**src/rtl/rsw_pkg.sv**
```systemverilog
// package of constants for the reset, stop and wait sequencer
// assumes a single 125 MHz core clock and an external oscillator sampled as a level
package rsw_pkg;

   // ---------------------------------------------------------------
   // clock and timing figures
   // ---------------------------------------------------------------
   localparam int CLK_PERIOD_NS = 8;
   localparam int FIRST_ADDR_MAX_T = 120;  // reset release to first address, core cycles
   localparam int ISR_ACCESS_MAX_T = 18;   // interrupt to first service access, core cycles
   localparam int WAIT_VECTOR_MAX_T = 13;  // interrupt a low to vector out from wait
   localparam int STOP_HOLD_FAST_T = 4;    // interrupt a hold to leave fast stop
   localparam int STOP_HOLD_NORMAL_ET = 8; // interrupt a hold to leave normal stop
   localparam int STOP_FETCH_FAST_T = 13;  // interrupt a to first fetch, fast stop
   localparam int STOP_FETCH_NORMAL_ET = 25; // interrupt a to first fetch, normal stop
   localparam int RESET_OUT_NORMAL_ET = 128;
   localparam int RESET_OUT_INTERNAL_ET = 8;

   // derived counts; each event is flagged one cycle after the count matches,
   // and input sampling costs one more, hence the margins
   localparam logic [7:0] FIRST_ADDR_CYC = 8'(FIRST_ADDR_MAX_T - 2);
   localparam logic [7:0] ISR_ACCESS_CYC = 8'(ISR_ACCESS_MAX_T - 3);
   localparam logic [7:0] WAIT_VECTOR_CYC = 8'(WAIT_VECTOR_MAX_T - 3);
   localparam logic [7:0] STOP_HOLD_FAST_CYC = 8'(STOP_HOLD_FAST_T);
   localparam logic [7:0] STOP_HOLD_NORMAL_TICKS = 8'(STOP_HOLD_NORMAL_ET);
   localparam logic [7:0] STOP_FETCH_FAST_CYC = 8'(STOP_FETCH_FAST_T - STOP_HOLD_FAST_T - 3);
   localparam logic [7:0] STOP_FETCH_NORMAL_TICKS = 8'(STOP_FETCH_NORMAL_ET - STOP_HOLD_NORMAL_ET - 3);
   localparam logic [7:0] RESET_OUT_NORMAL_TICKS = 8'(RESET_OUT_NORMAL_ET);
   localparam logic [7:0] RESET_OUT_INTERNAL_TICKS = 8'(RESET_OUT_INTERNAL_ET);

   // ---------------------------------------------------------------
   // register map
   // ---------------------------------------------------------------
   localparam logic [3:0] ADDR_MODE = 4'h0;   // operating_mode_register
   localparam logic [3:0] ADDR_CMD = 4'h1;    // wait and stop requests, write only
   localparam logic [3:0] ADDR_STATUS = 4'h2; // sticky events, cleared by read
   localparam logic [3:0] ADDR_MASK = 4'h3;
   localparam logic [3:0] ADDR_STATE = 4'h4;  // sequencer state and clock controls

   // operating_mode_register fields
   localparam int MODE_SEL_LSB = 0;       // two bits, chip operating mode
   localparam int MODE_INT_RESET_BIT = 2; // short reset output pulse
   localparam int MODE_PLL_REQ_BIT = 3;   // software wants the clock multiplier
   localparam int MODE_FAST_STOP_BIT = 6;
   localparam logic [1:0] MODE_PINS_VISIBLE = 2'h3;
   localparam logic [15:0] MODE_RESET = 16'h0000;
   localparam logic [15:0] MODE_WRITE_MASK = 16'h004F;

   // command fields
   localparam int CMD_WAIT_BIT = 0;
   localparam int CMD_STOP_BIT = 1;

   // status and mask fields
   localparam int EV_FIRST_ADDR = 0;
   localparam int EV_ISR_ACCESS = 1;
   localparam int EV_WAIT_WAKE = 2;
   localparam int EV_STOP_WAKE = 3;
   localparam int EV_RESET_OUT_DONE = 4;
   localparam int EV_COUNT = 5;
   localparam logic [4:0] EV_RESET = 5'h00;

   // sequencer states
   typedef enum logic [3:0] {
      ST_BOOT,
      ST_RUN,
      ST_ISR,
      ST_WAIT,
      ST_WAIT_VEC,
      ST_STOP,
      ST_RESTART,
      ST_FETCH
   } rsw_state_type;

endpackage

```
**src/rtl/rsw_reset_out.sv**
```systemverilog
// reset output pulse timer, counting external oscillator periods
// assumes ext_tick_i is a one-cycle pulse per oscillator period
`timescale 1ns/1ns
module rsw_reset_out
   import rsw_pkg::*;
(
   // clock and reset
   input wire logic sys_clk_i,
   input wire logic reset_n_i,
   // control
   input wire logic start_i,
   input wire logic ext_tick_i,
   input wire logic internal_mode_i,
   // pulse
   output logic reset_out_pulse_n_o,
   output logic done_o
);

   logic active;
   logic [7:0] count;
   logic done;
   logic next_active;
   logic [7:0] next_count;
   logic next_done;
   logic [7:0] terminal;

   // -----------------------------------------------------------------
   // width selection and counting
   // -----------------------------------------------------------------
   // terminal count follows the reset mode selection
   always_comb
   begin
      terminal = internal_mode_i ? RESET_OUT_INTERNAL_TICKS : RESET_OUT_NORMAL_TICKS;
      next_active = active;
      next_count = count;
      next_done = 1'b0;
      if (start_i)
      begin
         next_active = 1'b1;
         next_count = 8'h00;
      end
      else if (active && ext_tick_i)
      begin
         if (count == terminal - 8'h01)
         begin
            next_active = 1'b0;
            next_done = 1'b1;
         end
         next_count = count + 8'h01;
      end
   end

   // pulse starts at reset so the output is low from power up
   always_ff @(posedge sys_clk_i or negedge reset_n_i)
   begin
      if (!reset_n_i)
      begin
         active <= 1'b1;
         count <= 8'h00;
         done <= 1'b0;
      end
      else
      begin
         active <= next_active;
         count <= next_count;
         done <= next_done;
      end
   end

   assign reset_out_pulse_n_o = ~active;
   assign done_o = done;

endmodule

```
**src/rtl/rsw_sequencer.sv**
```systemverilog
// reset, wait and stop sequencer with its register port
// assumes interrupt and oscillator inputs synchronous to sys_clk_i
// Function
// - after reset release the first external address is put out within 120 core cycles.
// - reset turns the clock multiplier off and bypasses it so the core runs from the source clock.
// - the first service-routine access or output change follows either interrupt within 18 cycles.
// - waking from wait on interrupt a puts out the vector address within 13 cycles.
// - with mode bit 6 set, stop keeps multiplier and clock running and skips the restart period.
// - normal stop disables and bypasses the multiplier, gates the clock and spends one oscillator period restarting it.
// - leaving stop fetches within 13 core cycles (fast) or 25 oscillator periods (normal).
// - the reset output lasts 128 oscillator periods, or 8 in internal reset mode.
// - the stop recovery fetch shows on the pins only in operating mode 3.
//
// The implementer's own choices: the register addresses and the address-and-strobe port.
`timescale 1ns/1ns
module rsw_sequencer
   import rsw_pkg::*;
(
   // clock and reset
   input wire logic sys_clk_i,
   input wire logic reset_n_i,
   // external pins
   input wire logic ext_osc_i,
   input wire logic ext_interrupt_a_n_i,
   input wire logic ext_interrupt_b_n_i,
   input wire logic internal_reset_req_i,
   // register port
   input wire logic [3:0] reg_addr_i,
   input wire logic [15:0] reg_wdata_i,
   input wire logic reg_write_i,
   input wire logic reg_read_i,
   output logic [15:0] reg_rdata_o,
   // sequencing events
   output logic first_addr_o,
   output logic isr_access_o,
   output logic wait_vector_o,
   output logic stop_fetch_o,
   output logic stop_fetch_pins_o,
   // clock control
   output logic pll_enable_o,
   output logic pll_bypass_o,
   output logic master_clk_en_o,
   // reset output and interrupt
   output logic reset_out_pulse_n_o,
   output logic irq_o
);

   // -----------------------------------------------------------------
   // declarations
   // -----------------------------------------------------------------
   rsw_state_type state, next_state;
   logic [7:0] cnt, next_cnt;
   logic pll_enable, next_pll_enable, pll_bypass, next_pll_bypass, clk_en, next_clk_en;
   logic first_addr, next_first_addr, isr_access, next_isr_access;
   logic wait_vector, next_wait_vector, stop_fetch, next_stop_fetch;
   logic stop_fetch_pins, next_stop_fetch_pins, fast_stop, next_fast_stop;
   logic [15:0] operating_mode_register, next_operating_mode_register, rdata, next_rdata;
   logic [EV_COUNT-1:0] status, next_status, mask, next_mask, events;
   logic irq_a_prev, irq_b_prev, osc_prev, ext_tick, fall_a, fall_b, irq_a_low;
   logic wait_req, stop_req, rst_out_done, rst_out_start;

   // -----------------------------------------------------------------
   // input edges
   // -----------------------------------------------------------------
   // one oscillator period is one rising edge of the sampled oscillator
   assign ext_tick = ext_osc_i & ~osc_prev;
   assign fall_a = irq_a_prev & ~ext_interrupt_a_n_i;
   assign fall_b = irq_b_prev & ~ext_interrupt_b_n_i;
   assign irq_a_low = ~ext_interrupt_a_n_i;
   assign wait_req = reg_write_i && (reg_addr_i == ADDR_CMD) && reg_wdata_i[CMD_WAIT_BIT];
   assign stop_req = reg_write_i && (reg_addr_i == ADDR_CMD) && reg_wdata_i[CMD_STOP_BIT];
   assign rst_out_start = internal_reset_req_i;

   // previous input levels for edge detection
   always_ff @(posedge sys_clk_i or negedge reset_n_i)
   begin
      if (!reset_n_i)
      begin
         irq_a_prev <= 1'b1;
         irq_b_prev <= 1'b1;
         osc_prev <= 1'b0;
      end
      else
      begin
         irq_a_prev <= ext_interrupt_a_n_i;
         irq_b_prev <= ext_interrupt_b_n_i;
         osc_prev <= ext_osc_i;
      end
   end

   // -----------------------------------------------------------------
   // reset output pulse
   // -----------------------------------------------------------------
   rsw_reset_out u_reset_out (
      .sys_clk_i(sys_clk_i),
      .reset_n_i(reset_n_i),
      .start_i(rst_out_start),
      .ext_tick_i(ext_tick),
      .internal_mode_i(operating_mode_register[MODE_INT_RESET_BIT]),
      .reset_out_pulse_n_o(reset_out_pulse_n_o),
      .done_o(rst_out_done)
   );

   // -----------------------------------------------------------------
   // sequencer
   // -----------------------------------------------------------------
   // boot, run, service, wait and stop sequencing with clock controls
   always_comb
   begin
      next_state = state;
      next_cnt = cnt + 8'h01;
      next_pll_enable = pll_enable;
      next_pll_bypass = pll_bypass;
      next_clk_en = clk_en;
      next_fast_stop = fast_stop;
      next_first_addr = 1'b0;
      next_isr_access = 1'b0;
      next_wait_vector = 1'b0;
      next_stop_fetch = 1'b0;
      next_stop_fetch_pins = 1'b0;
      unique case (state)
         ST_BOOT:
         begin
            if (cnt == FIRST_ADDR_CYC)
            begin
               next_first_addr = 1'b1;
               next_state = ST_RUN;
               next_cnt = 8'h00;
            end
         end
         ST_RUN:
         begin
            next_cnt = 8'h00;
            // multiplier follows software only while running
            next_pll_enable = operating_mode_register[MODE_PLL_REQ_BIT];
            next_pll_bypass = ~operating_mode_register[MODE_PLL_REQ_BIT];
            if (fall_a || fall_b)
               next_state = ST_ISR;
            else if (stop_req)
            begin
               next_fast_stop = operating_mode_register[MODE_FAST_STOP_BIT];
               if (!operating_mode_register[MODE_FAST_STOP_BIT])
               begin
                  next_pll_enable = 1'b0;
                  next_pll_bypass = 1'b1;
                  next_clk_en = 1'b0;
               end
               next_state = ST_STOP;
            end
            else if (wait_req)
               next_state = ST_WAIT;
         end
         ST_ISR:
         begin
            if (cnt == ISR_ACCESS_CYC)
            begin
               next_isr_access = 1'b1;
               next_state = ST_RUN;
            end
         end
         ST_WAIT:
         begin
            next_cnt = 8'h00;
            if (fall_a)
               next_state = ST_WAIT_VEC;
            else if (fall_b)
               next_state = ST_ISR;
         end
         ST_WAIT_VEC:
         begin
            if (cnt == WAIT_VECTOR_CYC)
            begin
               next_wait_vector = 1'b1;
               next_state = ST_RUN;
            end
         end
         ST_STOP:
         begin
            // hold time of interrupt a counted in cycles or oscillator periods
            if (!irq_a_low)
               next_cnt = 8'h00;
            else if (fast_stop)
            begin
               if (cnt == STOP_HOLD_FAST_CYC - 8'h01)
               begin
                  next_state = ST_FETCH;
                  next_cnt = 8'h00;
               end
            end
            else if (ext_tick)
            begin
               if (cnt == STOP_HOLD_NORMAL_TICKS - 8'h01)
               begin
                  next_state = ST_RESTART;
                  next_cnt = 8'h00;
               end
            end
            else
               next_cnt = cnt;
         end
         ST_RESTART:
         begin
            // extra period to restart the gated clock
            next_cnt = 8'h00;
            if (ext_tick)
            begin
               next_clk_en = 1'b1;
               next_state = ST_FETCH;
            end
         end
         ST_FETCH:
         begin
            if (!fast_stop && !ext_tick)
               next_cnt = cnt;
            if ((fast_stop && cnt == STOP_FETCH_FAST_CYC) ||
                (!fast_stop && ext_tick && cnt == STOP_FETCH_NORMAL_TICKS))
            begin
               next_stop_fetch = 1'b1;
               next_stop_fetch_pins = (operating_mode_register[MODE_SEL_LSB +: 2] == MODE_PINS_VISIBLE);
               next_state = ST_RUN;
               next_cnt = 8'h00;
            end
         end
      endcase
      // an internal reset restarts the boot sequence from the source clock
      if (internal_reset_req_i)
      begin
         next_state = ST_BOOT;
         next_cnt = 8'h00;
         next_pll_enable = 1'b0;
         next_pll_bypass = 1'b1;
         next_clk_en = 1'b1;
      end
   end

   // sequencer registers; multiplier off and bypassed out of reset
   always_ff @(posedge sys_clk_i or negedge reset_n_i)
   begin
      if (!reset_n_i)
      begin
         state <= ST_BOOT;
         cnt <= 8'h00;
         pll_enable <= 1'b0;
         pll_bypass <= 1'b1;
         clk_en <= 1'b1;
         fast_stop <= 1'b0;
         first_addr <= 1'b0;
         isr_access <= 1'b0;
         wait_vector <= 1'b0;
         stop_fetch <= 1'b0;
         stop_fetch_pins <= 1'b0;
      end
      else
      begin
         state <= next_state;
         cnt <= next_cnt;
         pll_enable <= next_pll_enable;
         pll_bypass <= next_pll_bypass;
         clk_en <= next_clk_en;
         fast_stop <= next_fast_stop;
         first_addr <= next_first_addr;
         isr_access <= next_isr_access;
         wait_vector <= next_wait_vector;
         stop_fetch <= next_stop_fetch;
         stop_fetch_pins <= next_stop_fetch_pins;
      end
   end

   // -----------------------------------------------------------------
   // registers and interrupt
   // -----------------------------------------------------------------
   assign events = {rst_out_done, next_stop_fetch, next_wait_vector, next_isr_access, next_first_addr};

   // writes, read-clear of status with set winning, read data
   always_comb
   begin
      next_operating_mode_register = operating_mode_register;
      next_mask = mask;
      next_status = status;
      next_rdata = 16'h0000;
      if (reg_write_i && reg_addr_i == ADDR_MODE)
         next_operating_mode_register = reg_wdata_i & MODE_WRITE_MASK;
      if (reg_write_i && reg_addr_i == ADDR_MASK)
         next_mask = reg_wdata_i[EV_COUNT-1:0];
      if (reg_read_i)
      begin
         unique case (reg_addr_i)
            ADDR_MODE: next_rdata = operating_mode_register;
            ADDR_STATUS: next_rdata = {11'h000, status};
            ADDR_MASK: next_rdata = {11'h000, mask};
            ADDR_STATE: next_rdata = {9'h000, clk_en, pll_bypass, pll_enable, 4'(state)};
            default: next_rdata = 16'h0000;
         endcase
         if (reg_addr_i == ADDR_STATUS)
            next_status = '0;
      end
      next_status = next_status | events;
   end

   // register file flops
   always_ff @(posedge sys_clk_i or negedge reset_n_i)
   begin
      if (!reset_n_i)
      begin
         operating_mode_register <= MODE_RESET;
         mask <= EV_RESET;
         status <= EV_RESET;
         rdata <= 16'h0000;
      end
      else
      begin
         operating_mode_register <= next_operating_mode_register;
         mask <= next_mask;
         status <= next_status;
         rdata <= next_rdata;
      end
   end

   // -----------------------------------------------------------------
   // outputs
   // -----------------------------------------------------------------
   assign reg_rdata_o = rdata;
   assign irq_o = |(status & mask);
   assign first_addr_o = first_addr;
   assign isr_access_o = isr_access;
   assign wait_vector_o = wait_vector;
   assign stop_fetch_o = stop_fetch;
   assign stop_fetch_pins_o = stop_fetch_pins;
   assign pll_enable_o = pll_enable;
   assign pll_bypass_o = pll_bypass;
   assign master_clk_en_o = clk_en;

endmodule

```
**config.mk**
```make
export PLATFORM = sky130hd
export DESIGN_NAME = rsw_sequencer
export DESIGN_NICKNAME = d
export VERILOG_FILES = /design/src/rtl/rsw_pkg.sv /design/src/rtl/rsw_reset_out.sv /design/src/rtl/rsw_sequencer.sv
export SDC_FILE = /design/constraint.sdc
export NUM_CORES = 1
export LEC_CHECK = 0
export BUFFER_PORTS_ARGS = -buffer_cell sky130_fd_sc_hd__buf_2
export CORE_ASPECT_RATIO = 2
export CORE_MARGIN = 2
export CORE_UTILIZATION = 30
export DETAILED_ROUTE_END_ITERATION = 12
export GPL_TIMING_DRIVEN = 0
export SLEW_MARGIN = 20
export SYNTH_ARGS = -nofsm -noshare
export SYNTH_HDL_FRONTEND = slang
export SYNTH_SLANG_ARGS = --single-unit
```
**constraint.sdc**
```tcl
create_clock -name sys_clk_i -period 3.8 [get_ports sys_clk_i]
set_input_delay 0.76 -clock sys_clk_i [delete_from_list [all_inputs] [get_ports sys_clk_i]]
set_output_delay 0.76 -clock sys_clk_i [all_outputs]
set_load 0.01 [all_outputs]
```
# --- Word level (Yosys, flattened, before mapping) ---
# Index checks and enable logic that the tools add are counted.
word_totals:
  reg_bits: 65
  latch_bits: 0
  ram_bits: 0
  mem_bits_ro: 0
  inputBits: 28
  out_inout_bits: 26
  elab_cells: 164
  mem_count: 0
classes:
  n_addsub: 3
  n_mul: 0
  div: 0
  magnitude_cmp: 0
  n_eq_ne: 36
  shifts: 0
  n_mux: 66
  bitwise_logic: 11
  n_reduce_logical: 27
ops:
  columns: ["cell", "n"]
  rows:
  - ["8-bit 2-to-1 mux", 12]
  - ["4-bit 2-to-1 mux", 16]
  - ["4-bit one-hot mux with 8 select lines", 1]
  - ["8-bit one-hot mux with 4 select lines", 1]
  - ["1-bit 2-to-1 mux", 31]
  - ["7-bit one-hot mux with 4 select lines", 1]
  - ["3-bit inequality test (second input constant)", 9]
  - ["8-bit by 4-bit equality test with 1-bit output (second input constant)", 3]
  - ["4-bit by 3-bit equality test with 1-bit output (second input constant)", 5]
  - ["4-bit inequality test (second input constant)", 5]
  - ["8-bit by 1-bit adder with 8-bit output (second input constant)", 2]
  - ["4-bit by 2-bit equality test with 1-bit output (second input constant)", 4]
  - ["8-bit by 3-bit equality test with 1-bit output (second input constant)", 2]
  - ["16-bit 2-to-1 mux", 1]
  - ["11-bit AND reduction", 1]
  - ["1-bit logical AND", 10]
  - ["5-bit 2-to-1 mux", 2]
  - ["5-bit inequality test (second input constant)", 2]
  - ["4-bit by 1-bit equality test with 1-bit output (second input constant)", 2]
  - ["8-bit by 2-bit equality test with 1-bit output (second input constant)", 1]
  - ["8-bit by 7-bit equality test with 1-bit output (second input constant)", 1]
  - ["8-bit equality test", 1]
  - ["4-bit zero test", 2]
  - ["8-bit by 1-bit subtractor with 8-bit output (second input constant)", 1]
  - ["other kinds (15)", 27]

# --- Depth between registers and ports, before layout ---
# Gate-level depths: netlist of run 1.
depth:
  word_depth: 8
  mapped_depth: 8
  mapped_depth_nobuf: 8

# --- By module ---
# Synthesis of run 1 repeated with hierarchy kept, for this count alone.
hier_totals:
  cells_unflattened: 300
  area_unflattened_um2: 2939.1
by_module_without_submodules:
  columns: ["module", "n_inst", "cells_each", "area_each_um2", "seq_area_each_um2"]
  rows:
  - ["rsw_sequencer", 1, 252, 2456.1, 1131.1]
  - ["rsw_reset_out", 1, 48, 483.0, 251.5]

# --- Worst setup path after synthesis of run 1 ---
# OpenSTA, ideal clock, no wires.
synth_path:
  path_kind: "input-to-reg"
  from: "input port ext_interrupt_a_n_i"
  to: "register cnt[7]"
  setup_time_ps: 137
  arrival_ps: 2188
  required_ps: 3663
  setup_slack_ps: 1476
  path_stages: 6
  n_path_buf: 1
  cell_sequence: "nand4bb_1 -> a2111oi_0 -> clkbuf_1 -> nor4_1 -> xnor2_1 -> nor2_1"
synth_via:
  elab_chain_cells: 3
  word_cells_on_any_way: 5
  cone_classes: "1 x eq/ne; 3 x mux; 1 x reduce/logical"
synth_rtl:
  columns: ["item", "line_no", "source"]
  rows:
  - ["start, declared", "rsw_sequencer.sv:24", "input wire logic ext_interrupt_a_n_i,"]
  - ["8-bit 2-to-1 mux", "rsw_sequencer.sv:180", "if (!irq_a_low)"]
  - ["8-bit one-hot mux with 4 select lines", "rsw_sequencer.sv:121", "unique case (state)"]
  - ["8-bit 2-to-1 mux", "rsw_sequencer.sv:226", "if (internal_reset_req_i)"]
  - ["end signal, assigned", "rsw_sequencer.sv:256", "cnt <= next_cnt;"]
  - ["end, declared", "rsw_sequencer.sv:52", "logic [7:0] cnt, next_cnt;"]
# Parallel ways exist; a longest one is shown, timed or not.
# A chain may end at the register's enable or synchronous reset.

# --- Worst setup path in the final report of run 1 ---
# Ends and elaborated chain as after synthesis.

==> results.txt, run 1 <==
----------------------------------------------------
[Floorplanning]
  Area of the placeable core ... 9380 um^2
  Initial Util ... 30.7%
  Top-level I/O count ... 54
  Area of the die ... 10500 um^2
  Row count ... 50
  Horizontal die dimension ... 73.3 um
  Die height ... 143 um

[Setup path]
  Slowest Stage Delay on Critical Path ... 0.94 ns
  Arrival time at the worst endpoint ... 2.80 ns
  Required time at the worst-slack endpoint ... 3.96 ns
  Cell with the largest stage delay on the worst path ... a2111oi_0
  Kind of cell with the highest combined delay on the critical path ... compound AO/OA/AOI/OAI gates
  Maximum fanout along the worst path ... 10
  Start-to-end type of the worst setup path ... input pin to flop
  Crit start category ... input pin
  Nature of the critical path endpoint ... flop
  Critical path buffers and inverters ... 2
  Cells traversed along the worst timing path ... buf_2 > nand4bb_1 > a2111oi_0 > clkbuf_1 > nor4_1 > xnor2_1 > nor2_1

[Pwr]
  Combinational fraction of design power ... 23.0%
  Proportion of power drawn by flip-flops and latches ... 46.4%
  NetSw ... 455 uW
  Maximum ir drop on the vdd rail ... 167 uV
  Internal power contribution ... 1.03 mW
  Leakage power of the design ... 1.57 nW
  Power density over cell area ... 445 nW/um^2
  Switching share of total power ... 30.6%
  Share of power burned in the clock network ... 30.6%

[Timing]
  Setup tns final ... 0 ns
  Portion of the clock cycle consumed by the worst path in the final layout ... 69.6%
  Hold violation total from the final report ... 0
  Min Tclk post-route ... 2.64 ns
  Max-slew violations ... 0
  Number of failing setup endpoints in the final timing report ... 0
  Transition time at the pin with the least slew margin ... 1.01 ns
  Max-slew headroom ... 30.7%
  Maximum clock frequency ... 0.378 GHz
  Unrepaired setup endpoints after global routing ... no
  Clock Skew ... 0.0122 ns

[CTS]
  Clock slew at the register clock pins of the worst setup and hold paths ... 0.08 ns
  Total of hold buffers inserted after clock tree synthesis ... 0
  Clock root cell ... clkbuf_16
  CTS tree ... yes
  Total clock buffers created by CTS ... 5
  Post-cts sizing count ... 0
  CTS H-tree lvls ... 2
  Num Clock Sinks ... 55
  Clk buf depth ... 2
  Post-CTS setup-driven buffer insertion count ... 0
  Clock network latency to the later pin of the worst-skew pair ... 0.30 ns

[Yosys]
  Top flip-flop cell by instance count after synthesis ... dfrtp_1
  Top cell type's share of synthesized area ... 43.4%
  Number of synthesis warnings ... 0
  Mean cell area of the mapped netlist ... 10.3 um^2
  Area of the mapped netlist ... 2880 um^2
  Dominant cell type by area after synthesis ... dfrtp_1
  Yosys cell types ... 62
  Number of synthesized flops with an enable pin ... 0
  Most repeated cell in the gate-level netlist after synthesis ... dfrtp_1
  Share of synthesized area occupied by flip-flops and latches ... 47.9%
  Cell count after synthesis ... 280
  Synth top cells by count ... 50 x dfrtp_1, 24 x nor2_1, 17 x nand2_1
  Largest cells by area after synthesis ... dfrtp_1 43%, mux2_2 4.7%, dfstp_2 4.6%
  Synthesized flop and latch total ... 55
  Share of synthesized flip-flops with an asynchronous set or reset ... 100%

[Run status]
  Status ... finished, final reports clean

[Routing]
  Number of antenna-violating nets in the routed design ... 0
  Via density per instance ... 5.34
  Average detailed-routed wire length per instance ... 16.6 um
  Violation count after the first detailed-routing iteration ... 110
  First-pass iteration count of the detailed router ... 4
  Total Routed Length ... 7150 um
  Total number of vias ... 2303
  Post-route DRC ... 0

[Final layout]
  Final non-filler cell area ... 3340 um^2
  Final core utilization ... 35.6%
  Share of post-route cells with drive strength above 1 ... 24.5%
  Antenna diodes ... 0
  Area grow syn2layout ... 16.0%
  NumNets Final ... 357

[Run]
  Max-capacitance violation count ... 0

[Place]
  Dpl hpwl ... 5480 um
  Port buffer count ... 31
  RePlAce Congestion ... 0.868
  Placed cell area ... 3200 um^2

[Global route]
  Initial antenna violation count ... 0
  Gr ovfl total ... 0
  Largest net degree at the start of global routing ... 56
  Total routing usage reported by global routing ... 14.6%
  Global-route wire length before repair ... 11700 um
  Number of global-route vias before repair ... 2389

[Hold path]
  Class of the most critical hold timing path ... flop to flop

----------------------------------------------------
stage by stage:
step                setup slack [ns]  instances  hold WS (ns)  power (mW)
CTS                             1.12        431         0.444        1.50
floorplan                       1.48        288         0.404       0.931
global placement               0.796        423         0.415        1.03
finish                          1.16        431         0.443        1.49
detailed placement             0.814        423         0.429        1.04
global route                   0.972        431         0.458        1.56
per-layer routing:
layer | global-route usage (%) | wire (um) | vias up | part of all wire (%)
met5 | 0 | 0 | - | 0
met4 | 9.38 | 365 | 0 | 5.1
met3 | 2.47 | 238 | 23 | 3.3
met2 | 28.0 | 4120 | 70 | 58
met1 | 13.3 | 2430 | 1107 | 34
li1 | - | - | 1103 | -
cells by family (layout without fill, tap and decap cells):
group                      Yosys count  count (layout)  synth area share [%]
DFF                                 55              55                  47.9
xor gates and xnor gates            10              10                  3.04
other                                1               9                 0.130
adders and majority gates            3               3                  1.30
AOI/OAI and AO/OA                   62              62                  14.9
muxes                               14              14                  5.38
and+or+nand+nor                    106             106                  20.8
buffers and inverters               29              68                  6.51
layout make-up:
class	instances	area, um^2
Fill cell	969	6040
Sequential cell	55	1380
Multi-Input combinational cell	204	1340
Buffer	23	165
Timing Repair Buffer	31	158
Tap cell	104	130
Clock buffer	6	129
Inverter	6	22.5
Clock inverter	2	13.8
worst paths after layout:
kind / start / to / slack, ns / depth (start not counted)
worst min register to register: u_reset_out.done_o / status[4] / 0.44 / 1
worst max-delay path: ext_interrupt_a_n_i / cnt[7] / 1.16 / 7
max in group asynchronous: reset_n_i / pll_enable_o / 2.80 / 1
min in group asynchronous: reset_n_i / cnt[5] / 0.49 / 1
worst min-delay path: u_reset_out.done_o / status[4] / 0.44 / 1
worst max register to register: state[1] / cnt[7] / 1.24 / 7
cell usage in the layout, fill, tap and decap left out, types with 3 or more instances in the layout:
cell type / netlist / final
inv_1: 6 / 6
a21oi_1: 11 / 11
and3_1: 5 / 5
buf_4: 9 / 10
ha_1: 3 / 3
a21o_1: 7 / 7
nor3_1: 8 / 8
dfstp_2: 5 / 5
nor4_1: 8 / 8
buf_2: 2 / 32
mux2_2: 12 / 12
or3_1: 4 / 4
conb_1: 1 / 9
nor4b_1: 3 / 3
nor2_1: 24 / 24
a221oi_1: 3 / 3
a22oi_1: 6 / 6
xnor2_1: 4 / 4
nand4_1: 3 / 3
clkbuf_8: 3 / 3
dfrtp_1: 50 / 50
nor2b_1: 8 / 8
clkbuf_16: 0 / 5
nand3_1: 8 / 8
o21ai_0: 15 / 15
nand2_1: 17 / 17
clkbuf_1: 7 / 8
xor2_1: 6 / 6
sequential cells by signal, indices dropped and copies added, names as in the netlist:
| signal | count |
|---|---|
| osc_prev | 1 |
| wait_vector_o | 1 |
| u_reset_out.done_o | 1 |
| u_reset_out.count | 8 |
| cnt | 8 |
| isr_access_o | 1 |
| master_clk_en_o | 1 |
| first_addr_o | 1 |
| mask | 5 |
| irq_b_prev | 1 |
| pll_bypass_o | 1 |
| status | 5 |
| fast_stop | 1 |
| irq_a_prev | 1 |
| pll_enable_o | 1 |
| reg_rdata_o | 7 |
| stop_fetch_pins_o | 1 |
| stop_fetch_o | 1 |
| u_reset_out.active | 1 |
| operating_mode_register | 5 |
| state | 3 |
power by group through the flow:
stage                     logic [mW]  registers [mW]  clock network, mW
after global routing           0.378           0.696              0.489
after global placement         0.330           0.699                  0
after detailed placement       0.337           0.700                  0
after CTS                      0.339           0.689              0.475
final                          0.343           0.691              0.455
after floorplan                0.247           0.684                  0
Power figures use the tool's default switching activity.
==> run 2, diff against run 1 <==
==> constraint.sdc (replaced) <==
create_clock -name sys_clk_i -period 2.7 [get_ports sys_clk_i]
set_input_delay 0.54 -clock sys_clk_i [delete_from_list [all_inputs] [get_ports sys_clk_i]]
set_output_delay 0.54 -clock sys_clk_i [all_outputs]
set_load 0.01 [all_outputs]
==> run 2 against run 1 <==
  * Combinational power increased by 41%
  * Largest cell class unchanged
  * Power increased by 41%
  * Sequential power is 41% higher
  * Critical path type is now flop to flop
  * Critical endpoint is now state[0]
  * Routed wire length hardly changed
  * Critical path depth up 1
  * Global-route usage unchanged
==> results.txt, run 2 (same netlist as run 1, synthesis figures left out) <==
----------------------------------------------------
[Run status]
  Status ... finished, final reports clean

[Final layout]
  Antenna diodes ... 0 (unchanged)
  Area of combinational cells with multiple inputs ... 1350 um^2 (about the same)
  Commonest cells after routing, fill and taps aside ... 50 x dfrtp_1, 32 x buf_2, 24 x nor2_1, 17 x nand2_1, 15 x o21ai_0
  Share of post-route cells with drive strength above 1 ... 24.5% (unchanged)
  Commonest non-fill, non-tap cell in the layout ... dfrtp_1
  Area used by sequential logic in the layout ... 1380 um^2 (unchanged)
  Number of filler cells placed in the layout ... 968 (-0.10%)
  Area grow syn2layout ... 16.0% (about the same)
  Non-Filler Instances ... 431 (unchanged)
  NumNets Final ... 357 (unchanged)

[Routing]
  First-pass iteration count of the detailed router ... 4 (unchanged)
  Total number of vias ... 2309 (+0.26%)
  Post-route DRC ... 0 (unchanged)
  Average detailed-routed wire length per instance ... 16.6 um (about the same)
  Violation count after the first detailed-routing iteration ... 107 (-2.7%)
  Total Routed Length ... 7150 um (about the same)
  Via density per instance ... 5.36 (+0.26%)
  Number of antenna-violating nets in the routed design ... 0 (unchanged)

[Floorplanning]
  Die height ... 143 um (unchanged)
  Top-level I/O count ... 54 (unchanged)
  Area of the placeable core ... 9380 um^2 (unchanged)
  Initial Util ... 30.7% (unchanged)
  Row count ... 50 (unchanged)
  Horizontal die dimension ... 73.3 um (unchanged)
  Area of the die ... 10500 um^2 (unchanged)

[Setup path]
  Internal reg-to-reg setup slack ... 0.19 ns (-1.05 ns)
  Start-to-end type of the worst setup path ... flop to flop
  Nature of the critical path endpoint ... flop
  Crit start category ... flop
  Required time at the worst-slack endpoint ... 2.89 ns (-1.07 ns)
  FF-to-FF Start ... cnt[0]
  Maximum fanout along the worst path ... 5 (-5)
  Register-to-Register Path Depth ... 8 (+1)
  Reg-to-reg critical path endpoint ... state[0]
  Arrival time at the worst endpoint ... 2.70 ns (-0.10 ns)

[CTS]
  Clk buf depth ... 2 (unchanged)
  CTS tree ... yes
  Total clock buffers created by CTS ... 5 (unchanged)
  Clock slew at the register clock pins of the worst setup and hold paths ... 0.07 ns (about the same)
  Clock root cell ... clkbuf_16
  Total of hold buffers inserted after clock tree synthesis ... 0 (unchanged)
  Post-CTS setup-driven buffer insertion count ... 0 (unchanged)
  Clock network latency to the later pin of the worst-skew pair ... 0.30 ns (about the same)
  CTS H-tree lvls ... 2 (unchanged)
  Num Clock Sinks ... 55 (unchanged)
  Post-cts sizing count ... 0 (unchanged)

[Pwr]
  Maximum ir drop on the vdd rail ... 236 uV (+41%)
  Leakage power of the design ... 1.57 nW (about the same)
  Power density over cell area ... 626 nW/um^2 (+41%)

[Global route]
  Initial antenna violation count ... 0 (unchanged)
  Gr ovfl total ... 0 (unchanged)
  Number of global-route vias before repair ... 2389 (unchanged)
  Total routing usage reported by global routing ... 14.6% (unchanged)
  Largest net degree at the start of global routing ... 56 (unchanged)
  Global-route wire length before repair ... 11700 um (unchanged)

[Timing]
  Hold Slack ... 0.272 ns (-0.171 ns)
  Max-slew violations ... 0 (unchanged)
  Portion of the clock cycle consumed by the worst path in the final layout ... 93.1%
  Setup tns final ... 0 ns (unchanged)
  Hold violation total from the final report ... 0 (unchanged)
  Number of failing setup endpoints in the final timing report ... 0 (unchanged)
  Max-slew headroom ... 48.8% (+18 points)
  Unrepaired setup endpoints after global routing ... no
  Min Tclk post-route ... 2.51 ns
  Maximum clock frequency ... 0.398 GHz
  Post-route setup slack ... 0.187 ns (-0.969 ns)
  Clock Skew ... 0.0123 ns (+0.000103 ns)
  Transition time at the pin with the least slew margin ... 0.766 ns (-0.247 ns)

[Place]
  Placed Cells ... 423 (unchanged)
  Setup Slack @ Placement ... -0.0662 ns (-0.880 ns)
  RePlAce Congestion ... 0.868 (unchanged)
  Dpl hpwl ... 5480 um (unchanged)
  Port buffer count ... 31 (unchanged)

[Run]
  Max-capacitance violation count ... 0 (unchanged)

[Hold path]
  Class of the most critical hold timing path ... input pin to asynchronous set/reset pin

----------------------------------------------------
## run 2: cell type report
cell class,instances,area share (%)
Buffer,23,4.94
Clock buffer,6,3.85
Clock inverter,2,0.411
Inverter,6,0.673
Multi-Input combinational cell,204,40.2
Sequential cell,55,41.3
Tap cell,104,3.89
Timing Repair Buffer,31,4.71
## run 2: worst max path at each step
stage                                   start  endpoint  slack, ns  depth (start not counted)
after floorplan                        cnt[4]  state[0]       0.53                          5
after global placement    ext_interrupt_a_n_i    cnt[4]      -0.08                          6
final                                  cnt[0]  state[0]       0.19                          8
after global routing                   cnt[0]  state[0]       0.09                          8
after CTS                            state[1]    cnt[4]        0.1                          6
after detailed placement  ext_interrupt_a_n_i    cnt[4]      -0.07                          6
## run 2: worst max-delay path, stage by stage (launching register included)
cell and delay [ns]:
dfrtp_1 0.42, inv_1 0.07, ha_1 0.20, nand2_1 0.09, o41ai_1 0.45, o21ai_0 0.17, or3_4 0.44, a221o_1 0.35
a41oi_1 0.22
## run 2: metal layers
metal  vias to the layer above  routed length, um  GRT usage (%)
met5                         -                  0              0
met4                         0                352           9.38
met3                        22                245           2.47
met2                        75               4150           28.0
met1                      1110               2400           13.3
li1                       1102                  -              -
## run 2: power breakdown
part	total (mW)	internal, mW	switching (mW)	leakage [nW]
registers	0.972	0.898	0.0736	0.727
logic	0.482	0.211	0.270	0.770
clock network	0.641	0.345	0.296	0.0708
total	2.09	1.45	0.640	1.57
## run 2: stage by stage
stage                     cell area (um^2)  utilization (%)  total power, mW
after floorplan                       2910                -             1.31
after global placement                3200             34.1             1.45
after detailed placement              3200             34.1             1.46
after CTS                             3340             35.6             2.12
after global routing                  3350             35.7             2.20
final                                 3350             35.7             2.09
==> run 3, diff against run 2 <==
==> constraint.sdc (replaced) <==
create_clock -name sys_clk_i -period 2 [get_ports sys_clk_i]
set_input_delay 0.4 -clock sys_clk_i [delete_from_list [all_inputs] [get_ports sys_clk_i]]
set_output_delay 0.4 -clock sys_clk_i [all_outputs]
set_load 0.01 [all_outputs]
==> run 3 against run 2 <==
  * The run now ends with negative setup slack left
  * Design area is 6.0% higher
  * Clock power is 39% higher
  * Die area stayed put
  * Power is 44% higher
  * Worst setup slack worse by 0.42 ns
  * Via count is 2.1% higher
  * Sequential power is 35% higher
  * Register-to-register slack worse by 0.42 ns
  * Sequential cell count stayed put
  * Non-clock buffer count is 8 higher
  * Routed wire length is 4.7% higher
  * Maximum frequency is 13% higher
  * Largest cell class is now multi-input combinational cells
  * Largest power group unchanged
==> results.txt, run 3 (same netlist as run 1, synthesis figures left out) <==
----------------------------------------------------
[Run status]
  Status ... finished with violations
  Failing checks ... negative setup slack

[Routing]
  First-pass iteration count of the detailed router ... 4 (unchanged)
  Average detailed-routed wire length per instance ... 17.1 um (+2.8%)
  Total number of vias ... 2358 (+2.1%)
  Via density per instance ... 5.37 (+0.26%)
  Total Routed Length ... 7490 um (+4.7%)
  Violation count after the first detailed-routing iteration ... 138 (+29%)
  Number of antenna-violating nets in the routed design ... 0 (unchanged)
  Post-route DRC ... 0 (unchanged)

[Timing]
  Number of failing setup endpoints in the final timing report ... 4 (+4)
  Unrepaired setup endpoints after global routing ... yes
  Hold violation total from the final report ... 0 (unchanged)
  Min Tclk post-route ... 2.23 ns (-0.285 ns)
  Post-route setup slack ... -0.229 ns (-0.415 ns)
  Hold Slack ... 0.138 ns (-0.134 ns)
  Clock Skew ... 0.00885 ns (-0.00341 ns)
  Setup tns final ... -0.699 ns (-0.699 ns)
  Maximum clock frequency ... 0.449 GHz (+13%)
  Max-slew violations ... 0 (unchanged)
  Portion of the clock cycle consumed by the worst path in the final layout ... 111% (+18 points)
  Transition time at the pin with the least slew margin ... 0.714 ns (-0.0518 ns)
  Max-slew headroom ... 52.4% (+3.6 points)

[Place]
  Port buffer count ... 31 (unchanged)
  RePlAce Congestion ... 0.827 (-4.8%)
  Dpl hpwl ... 5370 um (-2.1%)

[Pwr]
  Share of power burned in the clock network ... 29.7% (-0.9 points)
  Leakage power of the design ... 1.61 nW (+2.9%)
  Proportion of power drawn by flip-flops and latches ... 43.6% (-2.8 points)
  Internal power contribution ... 2.05 mW (+41%)
  Combinational fraction of design power ... 26.7% (+3.7 points)
  NetSw ... 956 uW (+49%)
  Switching share of total power ... 31.8% (+1.2 points)
  Power density over cell area ... 848 nW/um^2 (+35%)
  Maximum ir drop on the vdd rail ... 421 uV (+79%)

[CTS]
  CTS H-tree lvls ... 2 (unchanged)
  CTS tree ... yes
  Clock root cell ... clkbuf_16
  Total clock buffers created by CTS ... 5 (unchanged)
  Clock slew at the register clock pins of the worst setup and hold paths ... 0.07 ns (about the same)
  Clk buf depth ... 2 (unchanged)
  Num Clock Sinks ... 55 (unchanged)
  Clock network latency to the later pin of the worst-skew pair ... 0.30 ns (about the same)

[Final layout]
  Share of post-route cells with drive strength above 1 ... 33.1% (+8.7 points)
  NumNets Final ... 365 (+2.2%)
  Commonest cells after routing, fill and taps aside ... 45 x dfrtp_1, 31 x buf_2, 23 x nor2_1, 17 x nand2_1, 17 x buf_4
  Area grow syn2layout ... 23.0%
  Area used by sequential logic in the layout ... 1390 um^2 (+0.45%)
  Commonest non-fill, non-tap cell in the layout ... dfrtp_1
  Area of combinational cells with multiple inputs ... 1460 um^2 (+8.7%)
  Number of filler cells placed in the layout ... 948 (-2.1%)
  Antenna diodes ... 0 (unchanged)

[Floorplanning]
  Area of the die ... 10500 um^2 (unchanged)
  Area of the placeable core ... 9380 um^2 (unchanged)
  Top-level I/O count ... 54 (unchanged)
  Horizontal die dimension ... 73.3 um (unchanged)
  Row count ... 50 (unchanged)
  Die height ... 143 um (unchanged)
  Initial Util ... 30.7% (unchanged)

[Setup path]
  Cells traversed along the worst timing path ... or4_4 > a211o_1 > or3_4 > a221o_1 > a41oi_2
  FF-to-FF Start ... cnt[5]
  Maximum fanout along the worst path ... 5 (unchanged)
  Cell with the largest stage delay on the worst path ... or4_4
  Crit start category ... flop
  Nature of the critical path endpoint ... flop
  Required time at the worst-slack endpoint ... 2.21 ns (-0.68 ns)
  Slowest Stage Delay on Critical Path ... 0.53 ns (+0.08 ns)
  Critical Path Start ... cnt[5]
  Register-to-Register Path Depth ... 5 (-3)
  Timing endpoint of the critical path ... state[0]
  Start-to-end type of the worst setup path ... flop to flop
  Arrival time at the worst endpoint ... 2.44 ns (-0.26 ns)
  Reg-to-reg critical path endpoint ... state[0]
  Internal reg-to-reg setup slack ... -0.23 ns (-0.42 ns)

[Global route]
  Total routing usage reported by global routing ... 15.0% (+0.41 points)
  Initial antenna violation count ... 0 (unchanged)
  Global-route wire length before repair ... 12000 um (+3.0%)
  Largest net degree at the start of global routing ... 56 (unchanged)
  Gr ovfl total ... 0 (unchanged)
  Number of global-route vias before repair ... 2487 (+4.1%)

[Run]
  Max-capacitance violation count ... 0 (unchanged)

[Hold path]
  Class of the most critical hold timing path ... input pin to asynchronous set/reset pin

----------------------------------------------------
==> run 3: cell count changes in the layout (fill, tap and decap cells not counted), moves of 2 or more <==
cell	previous run	this run
clkbuf_1	8	6
o21ai_0	15	13
buf_4	10	17
dfrtp_2	0	5
dfrtp_1	50	45
clkinvlp_4	0	2
clkbuf_4	0	2
==> run 3: metrics by stage <==
stage	power, mW	utilization [%]	area [um^2]	setup slack [ns]	cells
floorplan	1.78	-	2920	-0.112	288
global placement	1.97	34.2	3210	-0.456	423
detailed placement	1.98	34.2	3210	-0.515	423
CTS	2.96	37.0	3470	-0.227	438
global route	3.16	37.8	3550	-0.305	439
finish	3.01	37.8	3550	-0.229	439
==> run 3: power groups by stage <==
stage          registers (mW)  clock network, mW  logic (mW)
6_report                 1.31              0.893       0.801
2_1_floorplan            1.30                  0       0.477
5_1_grt                  1.32              0.958       0.875
4_1_cts                  1.31              0.925       0.733
3_5_place_dp             1.33                  0       0.649
3_3_place_gp             1.33                  0       0.636
==> run 3: worst min-delay path by stage <==
stage                             from         to  slack (ns)  cells past startpoint
floorplan                    reset_n_i     cnt[0]        0.10                      0
global placement    u_reset_out.done_o  status[4]        0.41                      1
detailed placement  u_reset_out.done_o  status[4]        0.42                      1
CTS                          reset_n_i     cnt[5]        0.18                      1
global route                 reset_n_i     cnt[5]        0.21                      1
finish                       reset_n_i     cnt[5]        0.14                      1
==> run 3: worst max-delay path: cells and delay by family, from the launching register on <==
family / cells / cell delay [ns]
AOI/OAI and AO/OA: 3 / 0.79
and+or+nand+nor: 2 / 0.90
DFF: 1 / 0.45
==> run 3: cell type report <==
type / instances / share of cell area (%)
plain buffers: 23 / 4.83
clock buffers: 5 / 3.53
clock inverters: 3 / 0.670
inverters: 6 / 0.635
multi-input cells: 204 / 41.2
flip-flops and latches: 55 / 39.2
well taps: 104 / 3.67
repair buffers: 39 / 6.25
==> run 3: routing by layer <==
layer	part of all wire (%)	global-route usage, %
met5	0	0
met4	5.7	11.1
met3	3.7	2.19
met2	57	28.4
met1	33	13.7
==> run 3: repair_timing <==
item / CTS / global route
gates resized for setup: 16 / 16
pin swaps: 4 / 1
setup buffers: 7 / 1
setup endpoints to repair: 11 / 14
hold buffers: 0 / 0
